`src/common/crf_pkg.sv`:
```
/*
  Shared constants for the card-side SPI response token framer: register
  map, control bit positions, status flag positions, token values, command
  indices and the framer state type.
  Assumes a 32-bit APB register bus and a host-driven SPI link (mode 0).
*/
`default_nettype none
package crf_pkg;
  // register byte addresses
  localparam logic [7:0] ADDR_CTRL = 8'h00;
  localparam logic [7:0] ADDR_STAT = 8'h04;
  localparam logic [7:0] ADDR_OCR = 8'h08;
  localparam logic [7:0] ADDR_RDW = 8'h0C;
  localparam logic [7:0] ADDR_WP = 8'h10;
  localparam logic [7:0] ADDR_BLK = 8'h14;
  // reset values
  localparam logic [31:0] CTRL_RST = 32'h0000_0001;
  localparam logic [31:0] OCR_RST = 32'h00FF_8000;
  localparam logic [31:0] RDW_RST = 32'h0000_0000;
  localparam logic [31:0] WP_RST = 32'h0000_0000;
  localparam logic [11:0] BLKLEN_RST = 12'h200;
  localparam logic [11:0] BLKLEN_MAX = 12'h800;
  // control register bits
  localparam int C_IDLE = 0;
  localparam int C_RD_CROSS = 1;
  localparam int C_WR_CROSS = 2;
  localparam int C_RD_FAIL = 3;
  localparam int C_ECC = 4;
  localparam int C_CC = 5;
  localparam int C_ERR = 6;
  localparam int C_ERASE_PARAM = 7;
  // short status flag positions (bit 7 always zero)
  localparam int F_IDLE = 0;
  localparam int F_ERASE_RST = 1;
  localparam int F_ILLEGAL = 2;
  localparam int F_CRC = 3;
  localparam int F_ERASE_SEQ = 4;
  localparam int F_ADDR = 5;
  localparam int F_PARAM = 6;
  // token values
  localparam logic [7:0] TOK_IDLE = 8'hFF;
  localparam logic [7:0] TOK_START = 8'hFE;
  localparam logic [7:0] TOK_BUSY = 8'h00;
  localparam logic [7:0] DRESP_OK = 8'h05;
  localparam logic [7:0] DRESP_CRC = 8'h0B;
  localparam logic [15:0] CRC16_POLY = 16'h1021;
  localparam logic [6:0] CRC7_POLY = 7'h09;
  // command indices
  localparam logic [5:0] CMD_GO_IDLE = 6'h00;
  localparam logic [5:0] CMD_STATUS = 6'h0D;
  localparam logic [5:0] CMD_BLKLEN = 6'h10;
  localparam logic [5:0] CMD_READ = 6'h11;
  localparam logic [5:0] CMD_WRITE = 6'h18;
  localparam logic [5:0] CMD_WP_QUERY = 6'h1E;
  localparam logic [5:0] CMD_TAG_FIRST = 6'h20;
  localparam logic [5:0] CMD_TAG_LAST = 6'h25;
  localparam logic [5:0] CMD_ERASE = 6'h26;
  localparam logic [5:0] CMD_LOCK = 6'h2A;
  localparam logic [5:0] CMD_OCR = 6'h3A;
  localparam logic [5:0] CMD_CRC = 6'h3B;
  localparam logic [31:0] PHYS_BLK = 32'h0000_0200;

  typedef enum logic [5:0] {
    S_CMD = 6'b000001,
    S_RESP = 6'b000010,
    S_BUSY = 6'b000100,
    S_TOKEN = 6'b001000,
    S_WWAIT = 6'b010000,
    S_WDATA = 6'b100000
  } crf_state_t;
endpackage
`default_nettype wire

```
`src/rtl/crf_framer.sv`:
```
/*
  Card-side SPI response token framer with an APB register file.
  Assumes a host SPI controller in mode 0 (data sampled on rising sclk,
  changed on falling sclk) whose clock is much slower than pclk, and an
  APB master on pclk. Link pins are resynchronised into pclk.
*/
// Functional notes
// - command 58 answers status byte plus four operating-conditions bytes.
// - command 59 argument bit zero turns CRC checking on or off; short status.
// - command 42 data block uses current block length; status then busy.
// - block crossing physical boundary is misaligned unless crossing allowed.
// - protection query sends 32 protection bits then 16 CRC bits.
// - last sent protection bit belongs to first addressed group; code sends wp_q bit 0 there whatever the base group.
// - groups beyond card range report protection bit zero.
// - all tokens and data bytes are sent most significant bit first.
// - every command but status query gets a short status, top bit zero.
// - seven low status bits are active-high error or state flags.
// - erase reset flag when foreign command clears a pending erase.
// - address error on misaligned address; parameter error on out of range.
// - busy bytes are zero while busy; non-zero byte means ready.
// - status query returns short status then an extended status byte.
// - extended byte flags erase, protect, ECC, controller, general, lock.
// - one bit flags protected erase skip or failed lock operation.
// - locked bit set while card is locked, cleared when unlocked.
// - operating-conditions response is five bytes long.
// - each written block gets data response 010 accepted, 101 CRC error.
// - data token is start byte, block of data, then 16-bit CRC.
// - failed read sends one-byte error token with extended error bits.
`default_nettype none
module crf_framer #(
  parameter logic [31:0] CARD_BYTES = 32'h0400_0000,
  parameter int WPG_SHIFT = 13,
  parameter logic [11:0] BUSY_BYTES = 12'h004
) (
  input wire logic pclk,
  input wire logic presetn,
  input wire logic [7:0] paddr,
  input wire logic psel,
  input wire logic penable,
  input wire logic pwrite,
  input wire logic [31:0] pwdata,
  output logic [31:0] prdata,
  output logic pready,
  output logic pslverr,
  input wire logic spi_sclk,
  input wire logic spi_cs_n,
  input wire logic spi_mosi,
  output logic spi_miso,
  output logic spi_miso_oe_n
);
  import crf_pkg::*;

  localparam logic [31:0] NGRP = CARD_BYTES >> WPG_SHIFT;

  function automatic logic [15:0] crc16(input logic [15:0] c, input logic [7:0] b);
    logic [15:0] r;
    r = c;
    for (int i = 7; i >= 0; i--) begin
      r = {r[14:0], 1'b0} ^ ((r[15] ^ b[i]) ? CRC16_POLY : 16'h0000);
    end
    return r;
  endfunction

  function automatic logic [6:0] crc7(input logic [39:0] m);
    logic [6:0] r;
    r = 7'h00;
    for (int i = 39; i >= 0; i--) begin
      r = {r[5:0], 1'b0} ^ ((r[6] ^ m[i]) ? CRC7_POLY : 7'h00);
    end
    return r;
  endfunction

  // link pin synchronisers; first stages feed only the second stages
  logic [2:0] sclk_q;
  logic [1:0] cs_q, mosi_q;
  always_ff @(posedge pclk or negedge presetn) begin
    if (!presetn) begin
      sclk_q <= 3'h0;
      cs_q <= 2'h3;
      mosi_q <= 2'h3;
    end else begin
      sclk_q <= {sclk_q[1:0], spi_sclk};
      cs_q <= {cs_q[0], spi_cs_n};
      mosi_q <= {mosi_q[0], spi_mosi};
    end
  end
  logic cs_n, rise, fall;
  assign cs_n = cs_q[1];
  assign rise = sclk_q[1] & ~sclk_q[2];
  assign fall = ~sclk_q[1] & sclk_q[2];

  // APB register file
  logic [31:0] ctrl_q, ctrl_d, ocr_q, ocr_d, rdw_q, rdw_d, wp_q, wp_d, prdata_d;
  logic [31:0] rd_mux;
  logic hit;
  logic [7:0] r1_view, ext_byte;
  logic [11:0] blklen_q;
  logic crc_en_q, locked_q;
  always_comb begin
    ctrl_d = ctrl_q;
    ocr_d = ocr_q;
    rdw_d = rdw_q;
    wp_d = wp_q;
    hit = 1'b1;
    unique case (paddr)
      ADDR_CTRL: rd_mux = ctrl_q;
      ADDR_STAT: rd_mux = {8'h00, ext_byte, r1_view, 6'h00, locked_q, crc_en_q};
      ADDR_OCR: rd_mux = ocr_q;
      ADDR_RDW: rd_mux = rdw_q;
      ADDR_WP: rd_mux = wp_q;
      ADDR_BLK: rd_mux = {20'h00000, blklen_q};
      default: begin
        rd_mux = 32'h0000_0000;
        hit = 1'b0;
      end
    endcase
    prdata_d = (psel & ~penable & ~pwrite) ? rd_mux : prdata;
    if (psel & penable & pwrite) begin
      unique case (paddr)
        ADDR_CTRL: ctrl_d = {24'h000000, pwdata[7:0]};
        ADDR_OCR: ocr_d = pwdata;
        ADDR_RDW: rdw_d = pwdata;
        ADDR_WP: wp_d = pwdata;
        default: ;
      endcase
    end
  end
  always_ff @(posedge pclk or negedge presetn) begin
    if (!presetn) begin
      ctrl_q <= CTRL_RST;
      ocr_q <= OCR_RST;
      rdw_q <= RDW_RST;
      wp_q <= WP_RST;
      prdata <= 32'h0000_0000;
    end else begin
      ctrl_q <= ctrl_d;
      ocr_q <= ocr_d;
      rdw_q <= rdw_d;
      wp_q <= wp_d;
      prdata <= prdata_d;
    end
  end
  assign pready = 1'b1;
  assign pslverr = psel & penable & ~hit;

  // bit layer: shift in on rising sclk, shift out on falling sclk
  logic [2:0] bcnt_q, bcnt_d;
  logic [7:0] rx_q, rx_d, tx_q, tx_d, txn_q, rx_byte;
  logic byte_done;
  assign rx_byte = {rx_q[6:0], mosi_q[1]};
  assign byte_done = rise & ~cs_n & (bcnt_q == 3'h7);
  always_comb begin
    bcnt_d = bcnt_q;
    rx_d = rx_q;
    tx_d = tx_q;
    if (cs_n) begin
      bcnt_d = 3'h0;
      tx_d = TOK_IDLE;
    end else if (rise) begin
      bcnt_d = bcnt_q + 3'h1;
      rx_d = rx_byte;
    end else if (fall) begin
      tx_d = (bcnt_q == 3'h0) ? txn_q : {tx_q[6:0], 1'b1};
    end
  end
  always_ff @(posedge pclk or negedge presetn) begin
    if (!presetn) begin
      bcnt_q <= 3'h0;
      rx_q <= 8'h00;
      tx_q <= TOK_IDLE;
      spi_miso <= 1'b1;
      spi_miso_oe_n <= 1'b1;
    end else begin
      bcnt_q <= bcnt_d;
      rx_q <= rx_d;
      tx_q <= tx_d;
      spi_miso <= tx_d[7];
      spi_miso_oe_n <= cs_n;
    end
  end

  // protection payload mask, bit i is wp_q bit i, zeroed when group base+i is beyond the card
  logic [31:0] wpm, grp0;
  logic [47:0] cmdw;
  assign grp0 = cmdw[39:8] >> WPG_SHIFT;
  for (genvar i = 0; i < 32; i++) begin : g_wpm
    assign wpm[i] = wp_q[i] & ((grp0 + 32'(i)) < NGRP);
  end

  // framer state
  crf_state_t st_q, st_d, post_q, post_d;
  logic [11:0] cnt_q, cnt_d, blklen_d;
  logic [2:0] ccnt_q, ccnt_d, idx_q, idx_d, len_q, len_d;
  logic [39:0] cmd_q, cmd_d;
  logic [7:0] resp_q [6];
  logic [7:0] resp_d [6];
  logic [7:0] txn_d, hi_q, hi_d, dbyte, r1, errtok;
  logic [15:0] crc_q, crc_d;
  logic [31:0] word_q, word_d, arg, offs;
  logic [6:0] r1f_q, r1f_d, nf;
  logic [5:0] ci;
  logic [4:0] egrp_q, egrp_d;
  logic [1:0] bsel;
  logic crc_en_d, locked_d, skip_q, skip_d, wpv_q, wpv_d, pend_q, pend_d;
  logic wlock_q, wlock_d, ldat_q, ldat_d, legal, ok, is_tag, dok, mis;

  assign ext_byte = {1'b0, ctrl_q[C_ERASE_PARAM], wpv_q, ctrl_q[C_ECC], ctrl_q[C_CC],
                     ctrl_q[C_ERR], skip_q, locked_q};
  assign r1_view = {1'b0, r1f_q[6:1], ctrl_q[C_IDLE]};
  assign errtok = {5'h00, ctrl_q[C_ECC], ctrl_q[C_CC], ctrl_q[C_ERR]};
  assign cmdw = {cmd_q, rx_byte};
  assign ci = cmdw[45:40];
  assign arg = cmdw[39:8];
  assign offs = {23'h000000, arg[8:0]} + {20'h00000, blklen_q};
  // block length is never zero: zero is refused as a parameter error
  assign mis = (arg % {20'h00000, blklen_q}) != 32'h0000_0000;
  assign is_tag = (ci >= CMD_TAG_FIRST) && (ci <= CMD_TAG_LAST);
  assign bsel = 2'(cnt_q[1:0] - 2'h2);
  always_comb begin
    unique case (bsel)
      2'h0: dbyte = word_q[31:24];
      2'h1: dbyte = word_q[23:16];
      2'h2: dbyte = word_q[15:8];
      default: dbyte = word_q[7:0];
    endcase
  end

  always_comb begin
    st_d = st_q;
    post_d = post_q;
    cnt_d = cnt_q;
    ccnt_d = ccnt_q;
    idx_d = idx_q;
    len_d = len_q;
    cmd_d = cmd_q;
    resp_d = resp_q;
    txn_d = txn_q;
    hi_d = hi_q;
    crc_d = crc_q;
    word_d = word_q;
    r1f_d = r1f_q;
    egrp_d = egrp_q;
    blklen_d = blklen_q;
    crc_en_d = crc_en_q;
    locked_d = locked_q;
    skip_d = skip_q;
    wpv_d = wpv_q;
    pend_d = pend_q;
    wlock_d = wlock_q;
    ldat_d = ldat_q;
    nf = 7'h00;
    r1 = 8'h00;
    ok = 1'b0;
    dok = 1'b0;
    legal = ci inside {CMD_GO_IDLE, CMD_STATUS, CMD_BLKLEN, CMD_READ, CMD_WRITE,
                       CMD_WP_QUERY, CMD_ERASE, CMD_LOCK, CMD_OCR, CMD_CRC} || is_tag;
    if (cs_n) begin
      st_d = S_CMD;
      ccnt_d = 3'h0;
      txn_d = TOK_IDLE;
    end else if (byte_done) begin
      txn_d = TOK_IDLE;
      unique case (st_q)
        S_CMD: begin
          if (ccnt_q != 3'h0 || rx_byte[7:6] == 2'b01) begin
            cmd_d = cmdw[39:0];
            ccnt_d = ccnt_q + 3'h1;
          end
          if (ccnt_q == 3'h5) begin
            ccnt_d = 3'h0;
            cmd_d = cmd_q; // keep the index for the token that follows
            nf[F_ILLEGAL] = ~legal;
            nf[F_CRC] = crc_en_q & (crc7(cmdw[47:8]) != cmdw[7:1]);
            if (ci inside {CMD_READ, CMD_WRITE, CMD_WP_QUERY} || is_tag) begin
              nf[F_PARAM] = arg >= CARD_BYTES;
            end
            if (ci == CMD_READ) begin
              nf[F_ADDR] = mis | ((offs > PHYS_BLK) & ~ctrl_q[C_RD_CROSS]);
            end
            if (ci == CMD_WRITE) begin
              nf[F_ADDR] = mis | ((offs > PHYS_BLK) & ~ctrl_q[C_WR_CROSS]);
            end
            if (ci == CMD_BLKLEN) begin
              nf[F_PARAM] = (arg == 32'h0) || (arg > {20'h00000, BLKLEN_MAX});
            end
            ok = (nf == 7'h00);
            if (pend_q && !is_tag && ci != CMD_ERASE && ci != CMD_STATUS) begin
              nf[F_ERASE_RST] = 1'b1;
              pend_d = 1'b0;
            end
            if (ok && ci == CMD_ERASE && !pend_q) begin
              nf[F_ERASE_SEQ] = 1'b1;
              ok = 1'b0;
            end
            r1 = {1'b0, nf[6:1] | r1f_q[6:1], ctrl_q[C_IDLE]};
            r1f_d = 7'h00;
            resp_d[0] = r1;
            len_d = 3'h1;
            post_d = S_CMD;
            st_d = S_RESP;
            idx_d = 3'h0;
            if (ok) begin
              unique case (ci)
                CMD_STATUS: begin
                  r1f_d = r1f_q;
                  r1f_d[F_ERASE_RST] = nf[F_ERASE_RST] | r1f_q[F_ERASE_RST];
                  resp_d[0] = {1'b0, r1f_q[6:1], ctrl_q[C_IDLE]};
                  resp_d[1] = ext_byte;
                  len_d = 3'h2;
                  skip_d = 1'b0;
                  wpv_d = 1'b0;
                end
                CMD_OCR: begin
                  resp_d[1] = ocr_q[31:24];
                  resp_d[2] = ocr_q[23:16];
                  resp_d[3] = ocr_q[15:8];
                  resp_d[4] = ocr_q[7:0];
                  len_d = 3'h5;
                end
                CMD_CRC: crc_en_d = arg[0];
                CMD_BLKLEN: blklen_d = arg[11:0];
                CMD_READ: begin
                  if (ctrl_q[C_RD_FAIL]) begin
                    resp_d[1] = TOK_IDLE;
                    resp_d[2] = errtok;
                    len_d = 3'h3;
                  end else begin
                    post_d = S_TOKEN;
                    word_d = rdw_q;
                  end
                end
                CMD_WP_QUERY: begin
                  post_d = S_TOKEN;
                  word_d = wpm;
                end
                CMD_WRITE, CMD_LOCK: begin
                  if (ci == CMD_WRITE && wp_q[5'(arg >> WPG_SHIFT)]) begin
                    wpv_d = 1'b1;
                  end else begin
                    post_d = S_WWAIT;
                    wlock_d = (ci == CMD_LOCK);
                  end
                end
                CMD_ERASE: begin
                  pend_d = 1'b0;
                  skip_d = skip_q | wp_q[egrp_q];
                  post_d = S_BUSY;
                end
                default: begin
                  if (is_tag) begin
                    pend_d = 1'b1;
                    if (ci == CMD_TAG_FIRST) begin
                      egrp_d = 5'(arg >> WPG_SHIFT);
                    end
                  end
                end
              endcase
            end
          end
        end
        S_RESP: begin
          txn_d = resp_q[idx_q];
          idx_d = idx_q + 3'h1;
          if (idx_q == len_q - 3'h1) begin
            st_d = post_q;
            cnt_d = 12'h000;
            crc_d = 16'h0000;
          end
        end
        S_BUSY: begin
          if (cnt_q == BUSY_BYTES) begin
            st_d = S_CMD;
          end else begin
            txn_d = TOK_BUSY;
            cnt_d = cnt_q + 12'h001;
          end
        end
        S_TOKEN: begin
          cnt_d = cnt_q + 12'h001;
          if (cnt_q == 12'h001) begin
            txn_d = TOK_START;
          end else if (cnt_q != 12'h000) begin
            if (cnt_q - 12'h002 < tlen()) begin
              txn_d = dbyte;
              crc_d = crc16(crc_q, dbyte);
            end else if (cnt_q - 12'h002 == tlen()) begin
              txn_d = crc_q[15:8];
            end else begin
              txn_d = crc_q[7:0];
              st_d = S_CMD;
            end
          end
        end
        S_WWAIT: begin
          if (rx_byte == TOK_START) begin
            st_d = S_WDATA;
            cnt_d = 12'h000;
            crc_d = 16'h0000;
          end
        end
        S_WDATA: begin
          cnt_d = cnt_q + 12'h001;
          hi_d = rx_byte;
          if (cnt_q < blklen_q) begin
            crc_d = crc16(crc_q, rx_byte);
            if (cnt_q == 12'h000) begin
              ldat_d = rx_byte[2];
            end
          end else if (cnt_q == blklen_q + 12'h001) begin
            dok = ~crc_en_q | (crc_q == {hi_q, rx_byte});
            resp_d[0] = dok ? DRESP_OK : DRESP_CRC;
            len_d = 3'h1;
            idx_d = 3'h0;
            st_d = S_RESP;
            post_d = dok ? S_BUSY : S_CMD;
            if (wlock_q) begin
              if (dok) begin
                locked_d = ldat_q;
              end else begin
                skip_d = 1'b1;
              end
            end
          end
        end
        default: st_d = S_CMD;
      endcase
    end
  end

  // data length of the current token: a word of protection bits or a block
  function automatic logic [11:0] tlen();
    return (cmd_q[37:32] == CMD_WP_QUERY) ? 12'h004 : blklen_q;
  endfunction

  always_ff @(posedge pclk or negedge presetn) begin
    if (!presetn) begin
      st_q <= S_CMD;
      post_q <= S_CMD;
      cnt_q <= 12'h000;
      ccnt_q <= 3'h0;
      idx_q <= 3'h0;
      len_q <= 3'h1;
      cmd_q <= 40'h00_0000_0000;
      resp_q <= '{default: 8'hFF};
      txn_q <= TOK_IDLE;
      hi_q <= 8'h00;
      crc_q <= 16'h0000;
      word_q <= 32'h0000_0000;
      r1f_q <= 7'h00;
      egrp_q <= 5'h00;
      blklen_q <= BLKLEN_RST;
      crc_en_q <= 1'b0;
      locked_q <= 1'b0;
      skip_q <= 1'b0;
      wpv_q <= 1'b0;
      pend_q <= 1'b0;
      wlock_q <= 1'b0;
      ldat_q <= 1'b0;
    end else begin
      st_q <= st_d;
      post_q <= post_d;
      cnt_q <= cnt_d;
      ccnt_q <= ccnt_d;
      idx_q <= idx_d;
      len_q <= len_d;
      cmd_q <= cmd_d;
      resp_q <= resp_d;
      txn_q <= txn_d;
      hi_q <= hi_d;
      crc_q <= crc_d;
      word_q <= word_d;
      r1f_q <= r1f_d;
      egrp_q <= egrp_d;
      blklen_q <= blklen_d;
      crc_en_q <= crc_en_d;
      locked_q <= locked_d;
      skip_q <= skip_d;
      wpv_q <= wpv_d;
      pend_q <= pend_d;
      wlock_q <= wlock_d;
      ldat_q <= ldat_d;
    end
  end
endmodule
`default_nettype wire
```
`config.mk`:
```
export PLATFORM = sky130hd
export DESIGN_NAME = crf_framer
export DESIGN_NICKNAME = d
export VERILOG_FILES = /design/src/common/crf_pkg.sv /design/src/rtl/crf_framer.sv
export SDC_FILE = /design/constraint.sdc
export NUM_CORES = 2
export LEC_CHECK = 0
export BUFFER_PORTS_ARGS = -buffer_cell sky130_fd_sc_hd__buf_2
export CORE_MARGIN = 2
export CORE_UTILIZATION = 37
export DETAILED_ROUTE_END_ITERATION = 8
export PLACE_DENSITY = 0.58
export SETUP_SLACK_MARGIN = 0.05
export SKIP_LAST_GASP = 1
export SYNTH_ARGS = -nofsm -noshare
export SYNTH_HDL_FRONTEND = slang
export SYNTH_SLANG_ARGS = --single-unit
```
`constraint.sdc`:
```
create_clock -name pclk -period 263 [get_ports pclk]
set_input_delay 13.15 -clock pclk [delete_from_list [all_inputs] [get_ports pclk]]
set_output_delay 13.15 -clock pclk [all_outputs]
set_load 0.03 [all_outputs]
```
==> impl_metrics.ini <==
[run_status]
outcome = complete, no violations

[flow_run]
max_cap_violations = 0

[worst_setup_path]
worstReg2RegStart = blklen_q[5]$_DFFE_PN0P_
critPathKind = flop to flop
cp_max_fo = 28
critPathLaunch = blklen_q[5]$_DFFE_PN0P_
reg2regPathDepth = 407
cpMostUsedCell = o21a_1
critical_path.endpoint = blklen_q[6]$_DFFE_PN0P_
crit_arrival_ns = 100.83
max_stage_delay_ns = 0.95
cp-start-kind = flop
ff2ff_setup_slack_ns = 162.62
setup.worst_path.end_class = flop
r2r-end = blklen_q[6]$_DFFE_PN0P_
cp_slowest_cell = o32ai_2
crit_required_ns = 263.44

[sta]
fin_worst_skew_ns = 0.0239
setup_viol = 0
fin_crit_ns = 100.38
timing.final.crit_share_pct = 38.2
finalMaxSlewViolations = 0
fmax_mhz = 9.96
hold_violations = 0
rsz0062_at_grt = no
worst_slew_pin_slew_ns = 1.23
finalSetupTns_ns = 0
maxSlewHeadroom_pct = 17.2
setup_slack_ns = 162.62

[clocking]
cts_resized = 0
htree_levels = 2
cts_made_buffers = 42
cts-root-buf = clkbuf_16
cts_setup_buffers = 0
path_clk_slew_ns = 0.06
cts_tree = yes
cts_sinks = 362
cts_hold_buf = 0
cts_buffer_depth = 3
clkLatencyLatePin_ns = 0.58

[floorplan]
die_h_um = 349
dieArea_um2 = 121000
start_util_pct = 37.2
ios = 84
die_x_um = 349
rows = 126
fp.coreArea_um2 = 118000

[synth]
syn_nets = 5899
synth-seq-cells = 362
synthArstFlopShare_pct = 100
synth.cell_area_um2 = 43900
synthFlopType = dfrtp_1
syn_area_per_cell_um2 = 8.01
syn-instance-count = 5484
synth_edf_count = 0
yosysUniqueCellTypes = 118
ys_seq_area_share_pct = 20.8
yosysWarnings = 0

[global_route]
overflow = 0
track_usage_pct = 23.8
grt_pass1_vias = 40300
grtUsageMet3_pct = 2.74
antenna_found_initial = 0
top_usage_layer = met2
grt_max_degree = 187
grt_pass1_wl_um = 233000
met1_usage_pct = 33.4
use_met2_pct = 38.0

[placement]
numPortBuffers = 82
hpwl_um = 113000
gp_congestion = 0.966
place_ws_ns = 164.04

[pwr]
p_sw_share_pct = 37.2
pwr-share-comb_pct = 38.1
p_int_uw = 119
switchingPower_uw = 70.7
seqPwrFrac_pct = 31.0
vdd_drop_max_v = 0.00000897
pwr_density_cell_nw_per_um2 = 4.03
clkPwrFrac_pct = 30.9
power_uw = 190
p_leak_nw = 19.9

[final_layout]
n_antenna_cell = 0
n_fill_cell = 12100
drive_gt1_share_pct = 12.5
postLayoutCoreUtil_pct = 39.9
multiInputGateArea_um2 = 33300
synthToLayoutAreaGrowth_pct = 7.24
final_nets = 5808
seq_area_um2 = 9150

[route]
vias = 42800
routed_via_density = 6.14
post_drt_wl_per_cell_um = 21.5
first_pass_iters = 6
postRouteWirelength_um = 149000
drc = 0
antenna_left = 0
dr.first_iter.drc_count = 4012

[hold_path]
hold_path.class = flop to flop
## cells by family after synthesis
| kind of cell | after synthesis | synth area share (%) |
|---|---|---|
| compound gates | 1590 | 25.1 |
| xor+xnor | 348 | 7.00 |
| fa+ha+maj | 369 | 10.5 |
| buf+inv | 407 | 3.58 |
| flops | 362 | 20.8 |
| mux | 390 | 10.4 |
| other cells | 1 | 0.00854 |
| simple gates | 2017 | 22.5 |
## state kept, by name, indices dropped and copies added (netlist names), 16 cells and up
signal	flops
wp_q	32
resp_q	40
prdata	32
rdw_q	32
ocr_q	32
crc_q	16
cmd_q	40
word_q	32
## Yosys cell counts (72+ instances only)
| cell type | n | area, µm² |
|---|---|---|
| clkbuf_1 | 231 | 867 |
| dfrtp_1 | 287 | 7180 |
| nor3_1 | 283 | 1420 |
| ha_1 | 365 | 4570 |
| nand4_1 | 88 | 551 |
| mux2_2 | 215 | 2420 |
| dfstp_2 | 75 | 1970 |
| xor2_1 | 131 | 1150 |
| nor2_1 | 482 | 1810 |
| a31oi_1 | 76 | 475 |
| xnor2_1 | 215 | 1880 |
| nand3_1 | 120 | 601 |
| o31ai_1 | 130 | 976 |
| inv_1 | 120 | 450 |
| a21o_1 | 72 | 541 |
| a21oi_1 | 275 | 1380 |
| mux2i_1 | 81 | 811 |
| o21a_1 | 215 | 1610 |
| o21ai_0 | 295 | 1480 |
| nand2_1 | 566 | 2120 |
## final cells by class
type                    instances  share of cell area (%)
clock buffers                  52                    2.40
clock inverters                25                   0.470
inverters                     121                   0.964
multi-input cells            4715                    70.6
flip-flops and latches        362                    19.4
well taps                    1536                    4.08
repair buffers                151                    2.02
## placed cells by master, fill, tap and decap left out, drive strengths merged, types with 20 or more instances in the layout
| cell | Yosys | layout |
|---|---|---|
| mux2 | 283 | 283 |
| and3 | 32 | 32 |
| o21a | 215 | 215 |
| nor2b | 43 | 43 |
| o31ai | 131 | 131 |
| dfstp | 75 | 75 |
| buf | 55 | 151 |
| nor2 | 482 | 482 |
| dfrtp | 287 | 287 |
| o2111ai | 20 | 20 |
| a22o | 23 | 23 |
| a211oi | 42 | 42 |
| nand4 | 88 | 88 |
| a21oi | 276 | 276 |
| xnor2 | 215 | 215 |
| ha | 365 | 365 |
| xor2 | 131 | 131 |
| o21ai | 317 | 317 |
| nand3 | 123 | 123 |
| inv | 120 | 122 |
| nor4 | 69 | 69 |
| o22ai | 31 | 31 |
| or4 | 33 | 33 |
| a31oi | 77 | 77 |
| nor3 | 289 | 289 |
| nand2 | 567 | 567 |
| clkbuf | 231 | 52 |
| and2 | 48 | 48 |
| a22oi | 36 | 36 |
| mux2i | 82 | 82 |
| or2 | 57 | 57 |
| a21o | 72 | 72 |
| o211ai | 43 | 43 |
| mux4 | 25 | 25 |
| a221oi | 31 | 31 |
| nand2b | 56 | 56 |
| or3 | 48 | 48 |
## stage by stage
stage	instance area, µm²	instances	hold WS, ns
4_1_cts	47100	6962	0.356
6_report	47100	6962	0.355
2_1_floorplan	43900	5484	0.331
5_1_grt	47100	6962	0.363
3_5_place_dp	45700	6885	0.346
3_3_place_gp	45700	6885	0.344
## per-layer routing
metal | vias up | wire length, µm
met5 | - | 0
met4 | 0 | 4670
met3 | 255 | 9120
met2 | 1390 | 66500
met1 | 20600 | 69100
li1 | 20500 | -
## worst min-delay path by stage
stage               depth (start not counted)           startpoint  slack, ns                  end
finish                                      0    cs_q[0]$_DFF_PN1_       0.36    cs_q[1]$_DFF_PN1_
global route                                0    cs_q[0]$_DFF_PN1_       0.36    cs_q[1]$_DFF_PN1_
CTS                                         0    cs_q[0]$_DFF_PN1_       0.36    cs_q[1]$_DFF_PN1_
detailed placement                          0  sclk_q[0]$_DFF_PN0_       0.35  sclk_q[1]$_DFF_PN0_
global placement                            0  sclk_q[0]$_DFF_PN0_       0.34  sclk_q[1]$_DFF_PN0_
floorplan                                   0  sclk_q[0]$_DFF_PN0_       0.33  sclk_q[1]$_DFF_PN0_
## critical path, delay by kind of cell, from the launching register on
family,cells,cell delay [ns]
AOI/OAI and AO/OA,240,53.31
and+or+nand+nor,110,31.19
adders and majority gates,31,9.42
muxes,11,3.60
buffers and inverters,15,2.00
DFF,1,0.62
## power groups by stage
stage	clock network [mW]	logic (mW)	registers (mW)
4_1_cts	0.0598	0.0716	0.0589
6_report	0.0586	0.0723	0.0589
3_3_place_gp	0	0.0707	0.0598
3_5_place_dp	0	0.0709	0.0598
5_1_grt	0.0621	0.0795	0.0590
2_1_floorplan	0	0.0553	0.0581
Note: power is estimated with default switching activity, not from simulation.
